<file path="src/inc/cfsd_defs.vh">
// constants for the channel diagnosis flag block
// assumes an 8-bit spi frame, msb first, six power channels
`ifndef CFSD_DEFS_VH
`define CFSD_DEFS_VH

`define CFSD_NCH 6
`define CFSD_SYNC_W 27

// command header, bits 7..5 of a received frame
`define CFSD_OP_HI 7
`define CFSD_OP_LO 5
`define CFSD_OP_READ 3'h4
`define CFSD_OP_LOAD_CFG 3'h5
`define CFSD_OP_HW_CONFIG 3'h6
`define CFSD_OP_DIAG_CTL 3'h7

// hardware_config_command fields
`define CFSD_CTL_BIT 0
`define CFSD_SWRST_BIT 1

// read selector, bits 1..0 of a read request
`define CFSD_RD_DIAG 2'h0
`define CFSD_RD_DIAG_CTL 2'h1
`define CFSD_RD_LOAD_CFG 2'h2

// diagnosis word layout
`define CFSD_DIAG_SBM_BIT 6

// reset values
`define CFSD_MUX_OFF 3'h6
`define CFSD_MUX_RESET 3'h6
`define CFSD_LOAD_RESET 3'h0

// rising sclk edges of a frame that mark the flag windows
`define CFSD_CLR_EDGE 2'h2
`define CFSD_RELATCH_EDGE 2'h3

`endif

</file>
<file path="src/verilog/cfsd_top.v">
// channel error flags, thermal latches, sense mux and bypass monitor
// assumes analog fault and comparator levels arrive as pins and the
// channel on commands come from logic on CLOCK
//
// Functional notes
// (RL1) config command bit 0 set clears thermal latches
// (RL2) error flag is thermal flag or overload
// (RL3) error flags hold until shifted out
// (RL4) overload part cleared at second frame edge
// (RL5) thermal latch forces gate off until cleared
// (RL6) thermal state also held in error flag
// (RL7) after clear, flag cleared until third edge
// (RL8) first diagnosis after clear still shows failure
// (RL9) persisting overload sets flag right after clear
// (RL10) limit, short, dynamic, thermal flag; others not
// (RL11) select field routes one channel to sense
// (RL12) off code and non-channel codes disable sense output
// (RL13) faulted selected channel has sense switched off
// (RL14) channels 0 to 2 take load type ratio
// (RL15) bypass comparator of selected channel readable
// (RL16) load type bit: 0 bulb, 1 led
// (RL17) dynamic shutdown flag re-sets while still active
// (RL18) off code is a parameter; select encoding is fixed
`timescale 1ns/1ps
`include "cfsd_defs.vh"
module cfsd_top #(
    parameter [2:0] MUX_OFF_CODE = `CFSD_MUX_OFF
) (
    input wire CLOCK,              // 10 MHz block clock
    input wire RST,                // synchronous reset, active high
    input wire SCLK,               // serial clock pin
    input wire CS_N,               // chip select pin, active low
    input wire MOSI,               // serial data in pin
    output wire MISO,              // serial data out pin
    output wire MISO_OE,           // miso driver enable
    input wire [5:0] CH_ON,        // channel_on_bit per channel
    input wire [5:0] CH_OVERLOAD,  // current limit or short to ground
    input wire [5:0] CH_DYN_SHUT,  // dynamic temperature shutdown
    input wire [5:0] CH_OVERTEMP,  // thermal shutdown sensor
    input wire [5:0] BYPASS_CMP,   // vds comparator, 1 near ground
    output wire [5:0] GATE_EN,     // gate enable per channel
    output wire [5:0] ERR_FLAG,    // channel_error_flag per channel
    output wire [5:0] THERM_LATCH, // gate-control thermal latches
    output wire [2:0] SENSE_SEL,   // sense_channel_select
    output wire SENSE_EN,          // sense_output_pin enable
    output wire [2:0] LOAD_TYPE,   // load_type_bit, channels 2..0
    output wire BYPASS_RESULT      // bypass_monitor_result
);
    // picks one channel bit; non-channel codes give zero
    function chan_bit;
        input [5:0] vec;
        input [2:0] sel;
        begin
            if (sel < 3'h6) begin
                chan_bit = vec[sel];
            end else begin
                chan_bit = 1'b0;
            end
        end
    endfunction

    // true where the select code names a real channel
    function chan_valid;
        input [2:0] sel;
        begin
            chan_valid = (sel < 3'h6) && (sel != MUX_OFF_CODE);
        end
    endfunction

    wire [`CFSD_SYNC_W-1:0] pins_raw;
    wire [`CFSD_SYNC_W-1:0] pins_s;
    wire sclk_s;
    wire cs_n_s;
    wire mosi_s;
    wire [5:0] ovl_s;
    wire [5:0] dyn_s;
    wire [5:0] temp_s;
    wire [5:0] byp_s;

    // chip select passes inverted so that the cleared synchroniser reads
    // as deselected; otherwise a phantom frame would open after reset
    assign pins_raw[0] = MOSI;
    assign pins_raw[1] = ~CS_N;
    assign pins_raw[2] = SCLK;
    assign pins_raw[8:3] = CH_OVERLOAD;
    assign pins_raw[14:9] = CH_DYN_SHUT;
    assign pins_raw[20:15] = CH_OVERTEMP;
    assign pins_raw[26:21] = BYPASS_CMP;
    assign mosi_s = pins_s[0];
    assign cs_n_s = ~pins_s[1];
    assign sclk_s = pins_s[2];
    assign ovl_s = pins_s[8:3];
    assign dyn_s = pins_s[14:9];
    assign temp_s = pins_s[20:15];
    assign byp_s = pins_s[26:21];

    // one shared stage set: every pin is a slow level except the serial
    // clock, whose phases the host keeps at two clock periods or more
    cfsd_sync #(
        .W(`CFSD_SYNC_W)
    ) u_sync (
        .CLOCK(CLOCK),
        .RST(RST),
        .d(pins_raw),
        .q(pins_s)
    );

    wire frame_start;
    wire frame_done;
    wire in_frame;
    wire rise_p;
    wire [1:0] rise_num;
    wire [7:0] rx_byte;
    reg [7:0] tx_word;

    cfsd_spi_frame u_frame (
        .CLOCK(CLOCK),
        .RST(RST),
        .sclk(sclk_s),
        .cs_n(cs_n_s),
        .mosi(mosi_s),
        .tx_word(tx_word),
        .frame_start(frame_start),
        .frame_done(frame_done),
        .in_frame(in_frame),
        .rise_p(rise_p),
        .rise_num(rise_num),
        .rx_byte(rx_byte),
        .miso(MISO),
        .miso_oe(MISO_OE)
    );

    // state
    reg [2:0] mux_r;
    reg [2:0] mux_nxt;
    reg [2:0] load_r;
    reg [2:0] load_nxt;
    reg [1:0] rd_sel_r;
    reg [1:0] rd_sel_nxt;
    reg diag_frame_r;
    reg diag_frame_nxt;
    reg [5:0] ovl_r;
    reg [5:0] ovl_nxt;
    reg [5:0] tflag_r;
    reg [5:0] tflag_nxt;
    reg [5:0] tlatch_r;
    reg [5:0] tlatch_nxt;
    reg ctl_pend_r;
    reg ctl_pend_nxt;
    reg [5:0] gate_r;
    reg [5:0] err_r;
    reg sense_en_r;
    reg sbm_r;

    wire [2:0] opcode = rx_byte[`CFSD_OP_HI:`CFSD_OP_LO];
    // command header decode; opcodes 0xx match none and are ignored
    wire op_read = (opcode == `CFSD_OP_READ);
    wire op_load_cfg = (opcode == `CFSD_OP_LOAD_CFG);
    wire op_hw_cfg = (opcode == `CFSD_OP_HW_CONFIG);
    wire op_diag_ctl = (opcode == `CFSD_OP_DIAG_CTL);
    // the reset bit of the config command is not acted on here
    wire ctl_cmd = frame_done && op_hw_cfg && rx_byte[`CFSD_CTL_BIT]; // RL1
    wire [5:0] ovl_set = ovl_s | dyn_s; // RL10 RL17
    wire ovl_clr = diag_frame_r && rise_p && (rise_num == `CFSD_CLR_EDGE); // RL4
    // thermal flag clear window spans frame start to its third edge
    wire tflag_block = ctl_pend_r && in_frame; // RL7
    wire ctl_done = ctl_pend_r && rise_p && (rise_num == `CFSD_RELATCH_EDGE);
    wire [5:0] err_now = tflag_r | ovl_r; // RL2
    wire [5:0] sense_fault = ovl_set | tlatch_r;
    // selected channel view, shared by sense enable and bypass bit
    wire sel_valid = chan_valid(mux_r); // RL18
    wire sel_fault = chan_bit(sense_fault, mux_r); // RL13
    wire sel_bypass = chan_bit(byp_s, mux_r); // RL15

    // next-state logic for command registers
    always @* begin
        mux_nxt = mux_r;
        load_nxt = load_r;
        rd_sel_nxt = rd_sel_r;
        diag_frame_nxt = diag_frame_r;
        if (frame_start) begin
            diag_frame_nxt = (rd_sel_r == `CFSD_RD_DIAG);
            // a read request answers in the one frame after it only
            rd_sel_nxt = `CFSD_RD_DIAG;
        end
        if (frame_done) begin
            if (op_diag_ctl) begin
                mux_nxt = rx_byte[2:0]; // RL11 RL12
            end else if (op_load_cfg) begin
                load_nxt = rx_byte[2:0]; // RL14 RL16
            end else if (op_read) begin
                rd_sel_nxt = rx_byte[1:0];
            end
        end
    end

    // overload part of the flags: set wins, a live overload re-flags at once
    always @* begin
        ovl_nxt = ovl_r; // RL3
        if (ovl_clr) begin
            ovl_nxt = 6'h00;
        end
        ovl_nxt = ovl_nxt | ovl_set; // RL9 RL17
    end

    // gate latch holds in off state as well; set wins over the clear
    always @* begin
        tlatch_nxt = tlatch_r; // RL5
        if (ctl_cmd) begin
            tlatch_nxt = 6'h00; // RL1
        end
        tlatch_nxt = tlatch_nxt | temp_s; // RL5
    end

    // second copy of the thermal state; clear wins in its window, so a
    // channel still hot after the clear re-flags only past the third edge
    always @* begin
        if (tflag_block) begin
            tflag_nxt = 6'h00; // RL7
        end else begin
            tflag_nxt = tflag_r | temp_s; // RL6
        end
    end

    // pending clear, armed by the command and spent in the next frame
    always @* begin
        ctl_pend_nxt = ctl_pend_r;
        if (ctl_done) begin
            ctl_pend_nxt = 1'b0; // RL7
        end
        if (ctl_cmd) begin
            ctl_pend_nxt = 1'b1;
        end
    end

    // word loaded at frame start, before the clear window opens, so the
    // frame after a clear still carries the old thermal failure
    wire [7:0] diag_word = {1'b0, sbm_r, err_now}; // RL8
    wire [7:0] sel_word = {5'h00, mux_r};
    wire [7:0] load_word = {5'h00, load_r};
    // selectors 0 and 3 answer with the diagnosis word
    always @* begin
        if (rd_sel_r == `CFSD_RD_DIAG_CTL) begin
            tx_word = sel_word;
        end else if (rd_sel_r == `CFSD_RD_LOAD_CFG) begin
            tx_word = load_word;
        end else begin
            tx_word = diag_word; // RL8
        end
    end

    // command registers
    always @(posedge CLOCK) begin
        if (RST) begin
            mux_r <= `CFSD_MUX_RESET;
            load_r <= `CFSD_LOAD_RESET;
            rd_sel_r <= `CFSD_RD_DIAG;
            diag_frame_r <= 1'b0;
        end else begin
            mux_r <= mux_nxt;
            load_r <= load_nxt;
            rd_sel_r <= rd_sel_nxt;
            diag_frame_r <= diag_frame_nxt;
        end
    end

    // flags and latches
    always @(posedge CLOCK) begin
        if (RST) begin
            ovl_r <= 6'h00;
            tflag_r <= 6'h00;
            tlatch_r <= 6'h00;
            ctl_pend_r <= 1'b0;
        end else begin
            ovl_r <= ovl_nxt;
            tflag_r <= tflag_nxt;
            tlatch_r <= tlatch_nxt;
            ctl_pend_r <= ctl_pend_nxt;
        end
    end

    // output copies; gate and flag lag the latches by one cycle
    always @(posedge CLOCK) begin
        if (RST) begin
            gate_r <= 6'h00;
            err_r <= 6'h00;
            sense_en_r <= 1'b0;
            sbm_r <= 1'b0;
        end else begin
            gate_r <= CH_ON & ~tlatch_r; // RL5
            err_r <= err_now; // RL2
            // sense off for a disable code or a faulted channel
            sense_en_r <= sel_valid && !sel_fault; // RL12 RL13 RL18
            // no channel selected gives a zero bit
            sbm_r <= sel_valid && sel_bypass; // RL15
        end
    end

    assign GATE_EN = gate_r;
    assign ERR_FLAG = err_r;
    assign THERM_LATCH = tlatch_r;
    assign SENSE_SEL = mux_r; // RL11
    assign SENSE_EN = sense_en_r;
    assign LOAD_TYPE = load_r; // RL14
    assign BYPASS_RESULT = sbm_r;
endmodule // cfsd_top

</file>
<file path="src/verilog/cfsd_sync.v">
// three-stage synchroniser for a bus of independent pin levels
// assumes each bit is a slow level; no bus coherence is promised
`timescale 1ns/1ps
module cfsd_sync #(
    parameter W = 27
) (
    input wire CLOCK,         // block clock
    input wire RST,           // synchronous reset, active high
    input wire [W-1:0] d,     // raw pin levels
    output wire [W-1:0] q     // filtered levels
);
    reg [W-1:0] s1_r;
    reg [W-1:0] s2_r;
    reg [W-1:0] s3_r;
    reg [W-1:0] q_r;
    integer i;

    always @(posedge CLOCK) begin
        if (RST) begin
            s1_r <= {W{1'b0}};
            s2_r <= {W{1'b0}};
            s3_r <= {W{1'b0}};
            q_r <= {W{1'b0}};
        end else begin
            s1_r <= d;
            s2_r <= s1_r;
            s3_r <= s2_r;
            // a change counts only once stages two and three agree
            for (i = 0; i < W; i = i + 1) begin
                if (s2_r[i] == s3_r[i]) begin
                    q_r[i] <= s3_r[i];
                end
            end
        end
    end

    assign q = q_r;
endmodule // cfsd_sync

</file>
<file path="src/verilog/cfsd_spi_frame.v">
// 8-bit spi slave framer: edge detection, shifting, rise numbering
// assumes sclk idles low, data taken on rising and driven on falling edge
`timescale 1ns/1ps
module cfsd_spi_frame (
    input wire CLOCK,          // block clock
    input wire RST,            // synchronous reset, active high
    input wire sclk,           // synchronised serial clock
    input wire cs_n,           // synchronised chip select, active low
    input wire mosi,           // synchronised serial data in
    input wire [7:0] tx_word,  // word sent in the next frame
    output reg frame_start,    // pulse, chip select fell
    output reg frame_done,     // pulse, frame ended on a byte boundary
    output reg in_frame,       // level, chip select is low
    output reg rise_p,         // pulse, a rising sclk edge was taken
    output reg [1:0] rise_num, // rising edge number in frame, stops at 3
    output reg [7:0] rx_byte,  // last eight bits received
    output wire miso,          // serial data out
    output reg miso_oe         // high while miso is driven
);
    reg sclk_d_r;
    reg cs_d_r;
    reg [2:0] bit_cnt_r;
    reg got_r;
    reg [7:0] tx_r;
    wire start_w = cs_d_r & ~cs_n;
    wire end_w = ~cs_d_r & cs_n;
    wire rise_w = ~cs_n & ~sclk_d_r & sclk;
    wire fall_w = ~cs_n & sclk_d_r & ~sclk;

    always @(posedge CLOCK) begin
        if (RST) begin
            sclk_d_r <= 1'b0;
            cs_d_r <= 1'b1;
            bit_cnt_r <= 3'h0;
            got_r <= 1'b0;
            tx_r <= 8'h00;
            frame_start <= 1'b0;
            frame_done <= 1'b0;
            in_frame <= 1'b0;
            rise_p <= 1'b0;
            rise_num <= 2'h0;
            rx_byte <= 8'h00;
            miso_oe <= 1'b0;
        end else begin
            sclk_d_r <= sclk;
            cs_d_r <= cs_n;
            frame_start <= start_w;
            // frames that are not whole bytes are dropped
            frame_done <= end_w & got_r & (bit_cnt_r == 3'h0);
            in_frame <= ~cs_n;
            miso_oe <= ~cs_n;
            rise_p <= rise_w;
            if (start_w) begin
                bit_cnt_r <= 3'h0;
                got_r <= 1'b0;
                rise_num <= 2'h0;
                tx_r <= tx_word;
            end else begin
                if (rise_w) begin
                    rx_byte <= {rx_byte[6:0], mosi};
                    bit_cnt_r <= bit_cnt_r + 3'h1;
                    if (bit_cnt_r == 3'h7) begin
                        got_r <= 1'b1;
                    end
                    if (rise_num != 2'h3) begin
                        rise_num <= rise_num + 2'h1;
                    end
                end
                // daisy chain: received bits follow the own word out
                if (fall_w) begin
                    tx_r <= {tx_r[6:0], rx_byte[0]};
                end
            end
        end
    end

    assign miso = tx_r[7];
endmodule // cfsd_spi_frame

</file>
<file path="config.mk">
export PLATFORM = sky130hd
export DESIGN_NAME = cfsd_top
export DESIGN_NICKNAME = d
export VERILOG_FILES = /design/src/verilog/cfsd_top.v /design/src/verilog/cfsd_sync.v /design/src/verilog/cfsd_spi_frame.v
export VERILOG_INCLUDE_DIRS = /design/src /design/src/inc
export SDC_FILE = /design/constraint.sdc
export NUM_CORES = 1
export LEC_CHECK = 0
export BUFFER_PORTS_ARGS = -buffer_cell sky130_fd_sc_hd__buf_2
export CORE_UTILIZATION = 25
export DETAILED_ROUTE_END_ITERATION = 6
export HOLD_SLACK_MARGIN = 0.05
export SLEW_MARGIN = 20
export SYNTH_ARGS = -nofsm -noshare
export SYNTH_HDL_FRONTEND = slang
export SYNTH_SLANG_ARGS = --single-unit
</file>
<file path="constraint.sdc">
create_clock -name CLOCK -period 1.2 [get_ports CLOCK]
set_input_delay 0.06 -clock CLOCK [delete_from_list [all_inputs] [get_ports CLOCK]]
set_output_delay 0.06 -clock CLOCK [all_outputs]
set_load 0.02 [all_outputs]
</file>
==> impl_metrics.tcl, run 1 <==
set metrics [dict create \
    outcome "finished, final reports clean" \
    synth_top_family_by_area "simple AND/OR/NAND/NOR gates" \
    finalPower_mw 11.9 \
    clk_latency_ns 0.43 \
    path_max_fanout 3 \
    n_antenna_cell 0 \
    antenna_found_initial 0 \
    required_ns 1.52 \
    yosys-top-cells-count "dfxtp_1, nor2b_1, a21oi_1" \
    grt_start_max_net_pins 67 \
    postPlaceCellArea_um2 6540 \
    synth_cell_types 44 \
    avgRoutedWirePerCell_um 12.5 \
    endpoint_kind "flip-flop" \
    slew_viol_final 0 \
    pin_count 63 \
    finalCriticalPeriod_ns 1.19 \
    ant_nets 0 \
    synth_mux_area_frac 0.0266 \
    ys_warn_count 0 \
    final_area_um2 7710 \
    crit_path_start_kind "flip-flop" \
    drc 0 \
    via_per_inst 4.25 \
    synth_fa_ha_area_frac 0.0108 \
    relSlewSlack 0.805 \
    synthesis.area_um2 5780 \
    synth_ff_type "dfxtp_1" \
    synth_top_cell_area_share 0.616 \
    fmax_mhz 842 \
    num-nets-final 722 \
    drt_iter0_drc 266 \
    core_um2 22600 \
    skew_ns 0.0177 \
    wl_um 12300 \
    leakagePower_nw 2.99 \
    power_density_nw_per_um2 1540 \
    cts.clk_slew.worst_paths_ns 0.07 \
    ys_seq_elements 178 \
    die_h_um 154 \
    nFillCells 2314 \
    dpl.hpwl_um 8320 \
    cts_buffer_depth 2 \
    gp_congestion 0.839 \
    ys_async_sr_fraction 0 \
    synth_compound_area_frac 0.119 \
    peakVddDrop_mv 0.896 \
    finalNonFillerCells 980 \
    synth_top_cell_by_area "dfxtp_1" \
    grt_usage 0.109 \
    dp_cells 911 \
    yosys-top-cells-area "dfxtp_1, nor2b_1, a21oi_1" \
    yosysSeqAreaShare 0.616 \
    yosys.area_share.xor_xnor 0.00455 \
    drt_first_pass_iters 4 \
    synth_most_common_cell "dfxtp_1" \
    die_w_um 154 \
    grt_overflow_total 0 \
    h-tree-depth 4 \
    synth_edf_count 0 \
    grt_pass1_wl_um 20100 \
    drive_above_1_share 0.240 \
    synthCells 564 \
    setup_viol 0 \
    syn_nets 604 \
    port_buffers 62 \
    area_growth_syn_to_layout_pct 33.3 \
    hp-class "input pin to flip-flop" \
    cts_tree "yes" \
    rows 55 \
    whs_ns 0.320 \
    die_area_um2 23700 \
    syn_area_per_cell_um2 10.2 \
    cts_root_buf "clkbuf_16" \
    start_util 0.255 \
    rsz0062_at_grt "yes" \
    grt_pass1_vias 3889 \
    synth-simple-area-share 0.193 \
    cts_buffers 17 \
    hold_viol_final 0 \
    tightest_slew_ns 0.292 \
    path_class "flip-flop to flip-flop" \
    period_share 0.990 \
    arrival_ns 1.51 \
    drv_cap 0 \
    routed-via-count 4163 \
    clock_sinks 178 \
]
## logic make-up after synthesis
kind of cell             after synthesis
adder cells (fa/ha/maj)                5
AND/OR/NAND/NOR                      202
multiplexers                          14
XOR/XNOR                               3
flip-flops                           178
AO/OA/AOI/OAI                        124
buffers and inverters                 38
## critical path, stage by stage, from the launching register on
cell and delay [ns]:
dfxtp_4 0.38, mux4_2 0.50, a32o_1 0.21
## path summary, 6_finish.rpt
kind | from | end | slack, ns | depth (start not counted)
setup / recovery | SENSE_SEL[0] | BYPASS_RESULT | 0.01 | 2
setup reg to reg | SENSE_SEL[0] | BYPASS_RESULT | 0.01 | 2
hold reg to reg | u_sync.s1_r[23] | u_sync.s2_r[23] | 0.43 | 1
hold / removal | CS_N | u_sync.s1_r[1] | 0.32 | 3
## repair_timing
action | in CTS | in global routing
setup buffers | 1 | 3
hold buffers | 34 | 0
pin swaps | 3 | 10
endpoints found under the hold margin | 34 | 0
setup endpoints to repair | 28 | 38
gates resized for setup | 15 | 47
## layer usage
metal,vias up,wire (µm),GRT usage
met1,1933,5990,0.146
met4,0,120,0.0510
met2,75,5550,0.162
met3,13,589,0.0282
met5,-,0,0
li1,2142,-,-
## area by class of cell
| class | count | area, µm² | area share |
|---|---|---|---|
| multi-input cells | 348 | 2210 | 0.287 |
| repair buffers | 124 | 907 | 0.118 |
| inverters | 13 | 48.8 | 0.00633 |
| well taps | 285 | 357 | 0.0463 |
| clock buffers | 19 | 433 | 0.0562 |
| clock inverters | 13 | 151 | 0.0196 |
| flip-flops and latches | 178 | 3600 | 0.467 |
## sequential cells by signal, summed over array words and instances (netlist names), 2 cells and up
| signal | count |
|---|---|
| u_sync.q | 27 |
| u_sync.s1_r | 27 |
| u_sync.s2_r | 27 |
| u_sync.s3_r | 27 |
| u_frame.rx_byte | 8 |
| u_frame.tx_r | 8 |
| ERR_FLAG | 6 |
| GATE_EN | 6 |
| THERM_LATCH | 6 |
| ovl_r | 6 |
| tflag_r | 6 |
| LOAD_TYPE | 3 |
| SENSE_SEL | 3 |
| u_frame.bit_cnt_r | 3 |
| rd_sel_r | 2 |
| u_frame.rise_num | 2 |
## metrics by stage
stage	TNS, ns	util	worst slack, ns
global placement	-0.237	0.289	-0.0728
global route	-0.0922	0.340	-0.0273
detailed placement	-0.908	0.289	-0.116
finish	0	0.340	0.0124
CTS	0	0.332	0.00303
floorplan	-0.0838	-	-0.0838
## cells in the final DEF, fill, tap and decap left out, drive strengths merged, types with 3 or more instances in the layout
cell | netlist | routed
nor4b | 4 | 4
dfxtp | 178 | 178
nand3b | 4 | 4
dlygate4sd3 | 0 | 34
nor2b | 83 | 83
a211oi | 7 | 7
o21ai | 48 | 48
o31ai | 4 | 4
o32ai | 3 | 3
o22ai | 3 | 3
clkbuf | 11 | 19
nor3b | 6 | 6
nand2 | 46 | 46
buf | 14 | 90
or3 | 3 | 3
ha | 5 | 5
o21a | 6 | 6
mux2i | 12 | 12
clkinv | 0 | 5
inv | 13 | 17
a21oi | 50 | 50
nor4 | 3 | 3
nor2 | 34 | 34
nor3 | 3 | 3
## report_power, final
group          switching [mW]  leakage (nW)  internal, mW
Sequential             0.0504          1.46          6.03
Clock                    2.33         0.279          3.10
Combinational           0.176          1.26         0.216
Total                    2.55          2.99          9.35
Note: power is estimated with default switching activity, not from simulation.
==> run 2, diff against run 1 <==
- RECOVER_POWER: default -> 100
==> run 2 against run 1 <==
  * Die area unchanged
  * Power barely moved
  * Non-clock buffer count unchanged
  * Sequential cell count stayed put
  * Clock power about the same
  * Global-route usage unchanged
  * Design area down 0.29%
  * Highest routed layer unchanged
==> impl_metrics.tcl, run 2 (synthesis gave the netlist of run 1 again) <==
set metrics [dict create \
    outcome "finished, final reports clean" \
    core_um2 22600 \
    drive_above_1_share 0.237 \
    gp_congestion 0.839 \
    hold_viol_final 0 \
    routed-via-count 4161 \
    nFillCells 2315 \
    final_common_cell "dfxtp_1" \
    rsz0062_at_grt "yes" \
    drv_cap 0 \
    reg2reg_to "BYPASS_RESULT" \
    drt_iter0_drc 262 \
    slew_viol_final 0 \
    finalNonFillerCells 980 \
    start_util 0.255 \
    avgRoutedWirePerCell_um 12.5 \
    via_per_inst 4.25 \
    r2r-start "SENSE_SEL[0]" \
    h-tree-depth 4 \
    peakVddDrop_mv 0.896 \
    required_ns 1.52 \
    path_max_fanout 3 \
    cts.clk_slew.worst_paths_ns 0.07 \
    power_density_nw_per_um2 1550 \
    clock_sinks 178 \
    port_buffers 62 \
    die_w_um 154 \
    hold_path_end "u_sync.s1_r[1]" \
    n_antenna_cell 0 \
    finalPower_mw 11.9 \
    num-nets-final 722 \
    tightest_slew_ns 0.582 \
    period_share 0.990 \
    path_class "flip-flop to flip-flop" \
    cts_buffers 17 \
    clk_latency_ns 0.43 \
    die_h_um 154 \
    cts_root_buf "clkbuf_16" \
    grt_pass1_vias 3889 \
    drt_first_pass_iters 4 \
    ant_nets 0 \
    setup_viol 0 \
    fin_setup_tns_ns 0 \
    crit_path_start_kind "flip-flop" \
    leakagePower_nw 2.98 \
    cts_buffer_depth 2 \
    rr_worst_depth 2 \
    die_area_um2 23700 \
    grt_usage 0.109 \
    pin_count 63 \
    layout_common_cells "dfxtp_1, nor2b_1, buf_2" \
    endpoint_kind "flip-flop" \
    drc 0 \
    arrival_ns 1.51 \
    dpl.hpwl_um 8320 \
    skew_ns 0.00805 \
    wl_um 12300 \
    dp_cells 911 \
    grt_pass1_wl_um 20100 \
    cts_tree "yes" \
    fmax_mhz 842 \
    antenna_found_initial 0 \
    area_growth_syn_to_layout_pct 32.9 \
    rows 55 \
    hp-class "input pin to flip-flop" \
    whs_path_depth 3 \
    grt_start_max_net_pins 67 \
    finalCriticalPeriod_ns 1.19 \
    grt_overflow_total 0 \
    r2r_slack_ns 0.01 \
    min_from "CS_N" \
    relSlewSlack 0.612 \
]
-- run 2: per-stage QoR --
| stage | utilization | setup slack (ns) | area (µm²) | hold slack, ns |
|---|---|---|---|---|
| floorplan | - | -0.0838 | 5780 | 0.127 |
| detailed placement | 0.289 | -0.116 | 6540 | 0.214 |
| global placement | 0.289 | -0.0728 | 6540 | 0.214 |
| CTS | 0.332 | 0.00303 | 7510 | 0.307 |
| global route | 0.339 | -0.0273 | 7680 | 0.311 |
| finish | 0.339 | 0.0124 | 7680 | 0.322 |
-- run 2: final cells by class --
cell class | count | area, µm² | area share
multi-input combinational | 348 | 2210 | 0.288
inverter | 13 | 48.8 | 0.00635
clock buffer | 19 | 433 | 0.0563
tap | 285 | 357 | 0.0464
sequential | 178 | 3600 | 0.468
timing repair buffer | 124 | 885 | 0.115
clock inverter | 13 | 151 | 0.0197
-- run 2: worst max path at each step --
| stage | startpoint | endpoint | cells past startpoint |
|---|---|---|---|
| 2_1_floorplan | SENSE_SEL[0] | BYPASS_RESULT | 3 |
| 5_1_grt | u_sync.q[2] | u_frame.tx_r[0] | 3 |
| 4_1_cts | u_frame.sclk_d_r | u_frame.tx_r[7] | 4 |
| 3_5_place_dp | u_sync.q[1] | u_frame.tx_r[2] | 3 |
| 6_report | SENSE_SEL[0] | BYPASS_RESULT | 2 |
| 3_3_place_gp | SENSE_SEL[0] | SENSE_EN | 4 |
-- run 2: where the power goes --
part | leakage, nW | switching, mW | total (mW) | internal (mW)
Combinational | 1.24 | 0.175 | 0.384 | 0.209
Clock | 0.279 | 2.34 | 5.45 | 3.10
Sequential | 1.46 | 0.0506 | 6.08 | 6.03
-- run 2: per-layer routing --
metal	GRT usage	up-vias	part of all wire
met1	0.146	1924	0.49
li1	-	2141	-
met3	0.0282	21	0.049
met4	0.0510	0	0.016
met5	0	-	0
met2	0.162	75	0.44
-- run 2: timing repair --
item                                    4_1_cts  5_1_grt
hold endpoints to repair                     34        0
pin swaps                                     3       10
hold buffers                                 34        0
gates resized for setup                      15       47
endpoints found under the setup margin       28       38
setup buffers                                 1        3
gates cloned                                  0        0
-- run 2: critical path, stage by stage (launching register included) --
cell and delay [ns]:
dfxtp_4 0.38, mux4_2 0.50, a32o_1 0.21
==> run 3, diff against run 2 <==
- clock period: 1.2 -> 1.1 ns (I/O delays scaled with it)
==> run 3 against run 2 <==
  * The run now ends with setup timing left
  * Sequential share of layout area is 2.7 points lower
  * Non-clock buffer count up 32
  * Fmax fell by 6.0%
  * Via count grew 4.1%
  * Global-route usage increased by 0.46 points
  * Register-to-register slack worse by 0.18 ns
  * Hold slack got worse by 0.011 ns
==> impl_metrics.tcl, run 3 (synthesis gave the netlist of run 1 again) <==
set metrics [dict create \
    hold_viol_final 0 \
    port_buffers 62 \
    start_util 0.255 \
    fin_setup_tns_ns -2.71 \
    setup_viol 104 \
    nFillCells 2240 \
    die_w_um 154 \
    final_common_cell "dfxtp_1" \
    drc 0 \
    grt_start_max_net_pins 116 \
    die_area_um2 23700 \
    core_um2 22600 \
    layout_common_cells "dfxtp_1, nor2b_1, buf_4" \
    avgRoutedWirePerCell_um 12.9 \
    period_share 1.15 \
    r2r-start "SENSE_SEL[0]" \
    finalCoreUtilization 0.362 \
    cp_cell_sequence "buf_4 > mux4_2 > a32o_1" \
    slew_viol_final 0 \
    fmax_mhz 791 \
    h-tree-depth 4 \
    via_per_inst 4.28 \
    rows 55 \
    skew_ns 0.00918 \
    hp-class "input pin to flip-flop" \
    antenna_found_initial 0 \
    crit_family "multiplexers" \
    crit_path_start_kind "flip-flop" \
    cts.clk_slew.worst_paths_ns 0.07 \
    tightest_slew_ns 0.532 \
    final_area_um2 8200 \
    cts_tree "yes" \
    grt_pass1_vias 4061 \
    power_density_nw_per_um2 1570 \
    grt_usage 0.113 \
    dp_slack_ns -0.159 \
    clk_latency_ns 0.43 \
    path_class "flip-flop to flip-flop" \
    dpl.hpwl_um 8450 \
    drt_iter0_drc 280 \
    grt_pass1_wl_um 20700 \
    required_ns 1.42 \
    setup_slack_ns -0.164 \
    ant_nets 0 \
    pin_count 63 \
    max_stage_delay_ns 0.48 \
    die_h_um 154 \
    num-nets-final 754 \
    outcome "finished, violations left" \
    drv_cap 0 \
    n_antenna_cell 0 \
    startpoint "SENSE_SEL[0]" \
    cts_buffers 17 \
    finalPower_mw 12.9 \
    postPlaceCellArea_um2 6730 \
    gp_congestion 0.852 \
    leakagePower_nw 3.18 \
    grt_overflow_total 0 \
    rsz0062_at_grt "yes" \
    cpMaxStageDelayCell "mux4_2" \
    clock_sinks 178 \
    wl_um 13100 \
    critPathBufInv 1 \
    drive_above_1_share 0.327 \
    endpoint_kind "flip-flop" \
    path_max_fanout 3 \
    arrival_ns 1.58 \
    cts_root_buf "clkbuf_16" \
    routed-via-count 4332 \
    min_from "CS_N" \
    peakVddDrop_mv 0.925 \
    drt_first_pass_iters 4 \
    cts_buffer_depth 2 \
    violations "setup timing" \
    finalCriticalPeriod_ns 1.26 \
    relSlewSlack 0.645 \
    area_growth_syn_to_layout_pct 41.9 \
]
-- run 3: cell count changes in the layout (fill, tap and decap cells not counted), moves of 6 or more --
cell,change
dfxtp_4,+6
o21ai_0,-13
o21ai_2,+10
nand2_1,-6
a21oi_1,-13
dfxtp_1,-6
buf_6,+23
buf_2,-25
a21oi_2,+13
buf_4,+20
clkbuf_2,+9
-- run 3: tightest hold or removal path: cells and delay by family --
family / cells / cell delay, ns
simple gates: 1 / 0.03
buf+inv: 2 / 0.63
-- run 3: final timing paths --
kind,slack (ns),depth (start not counted),endpoint
worst max register to register,-0.16,3,BYPASS_RESULT
worst min-delay path,0.31,3,u_sync.s1_r[1]
worst min register to register,0.44,1,u_sync.s2_r[10]
worst max-delay path,-0.16,3,BYPASS_RESULT
-- run 3: final cells by class --
class	instances	area, µm²	area share
repair buffers	156	1220	0.148
well taps	285	357	0.0435
inverters	13	51.3	0.00626
clock buffers	19	453	0.0552
multi-input cells	348	2390	0.291
flip-flops and latches	178	3620	0.441
clock inverters	13	119	0.0145
-- run 3: power by group --
group | leakage [nW] | internal, mW | switching [mW] | total, mW
logic | 1.45 | 0.234 | 0.200 | 0.435
clock network | 0.270 | 3.09 | 2.72 | 5.81
registers | 1.46 | 6.56 | 0.0556 | 6.61
-- run 3: metrics by stage --
stage          hold WS, ns  instances
2_1_floorplan        0.122        564
5_1_grt              0.303       1012
3_5_place_dp         0.210        936
6_report             0.311       1012
3_3_place_gp         0.211        936
4_1_cts              0.309       1008
-- run 3: per-layer routing --
metal | GRT usage | wire length (µm) | up-vias
met4 | 0.0429 | 166 | 0
li1 | - | - | 2206
met5 | 0 | 0 | -
met1 | 0.153 | 6590 | 2041
met2 | 0.171 | 5900 | 73
met3 | 0.0330 | 443 | 12
-- run 3: what timing repair did --
item,4_1_cts,5_1_grt
setup endpoints to repair,53,57
hold buffers,34,0
pin swaps,19,27
endpoints found under the hold margin,34,0
setup buffers,7,4
gates resized for setup,80,83
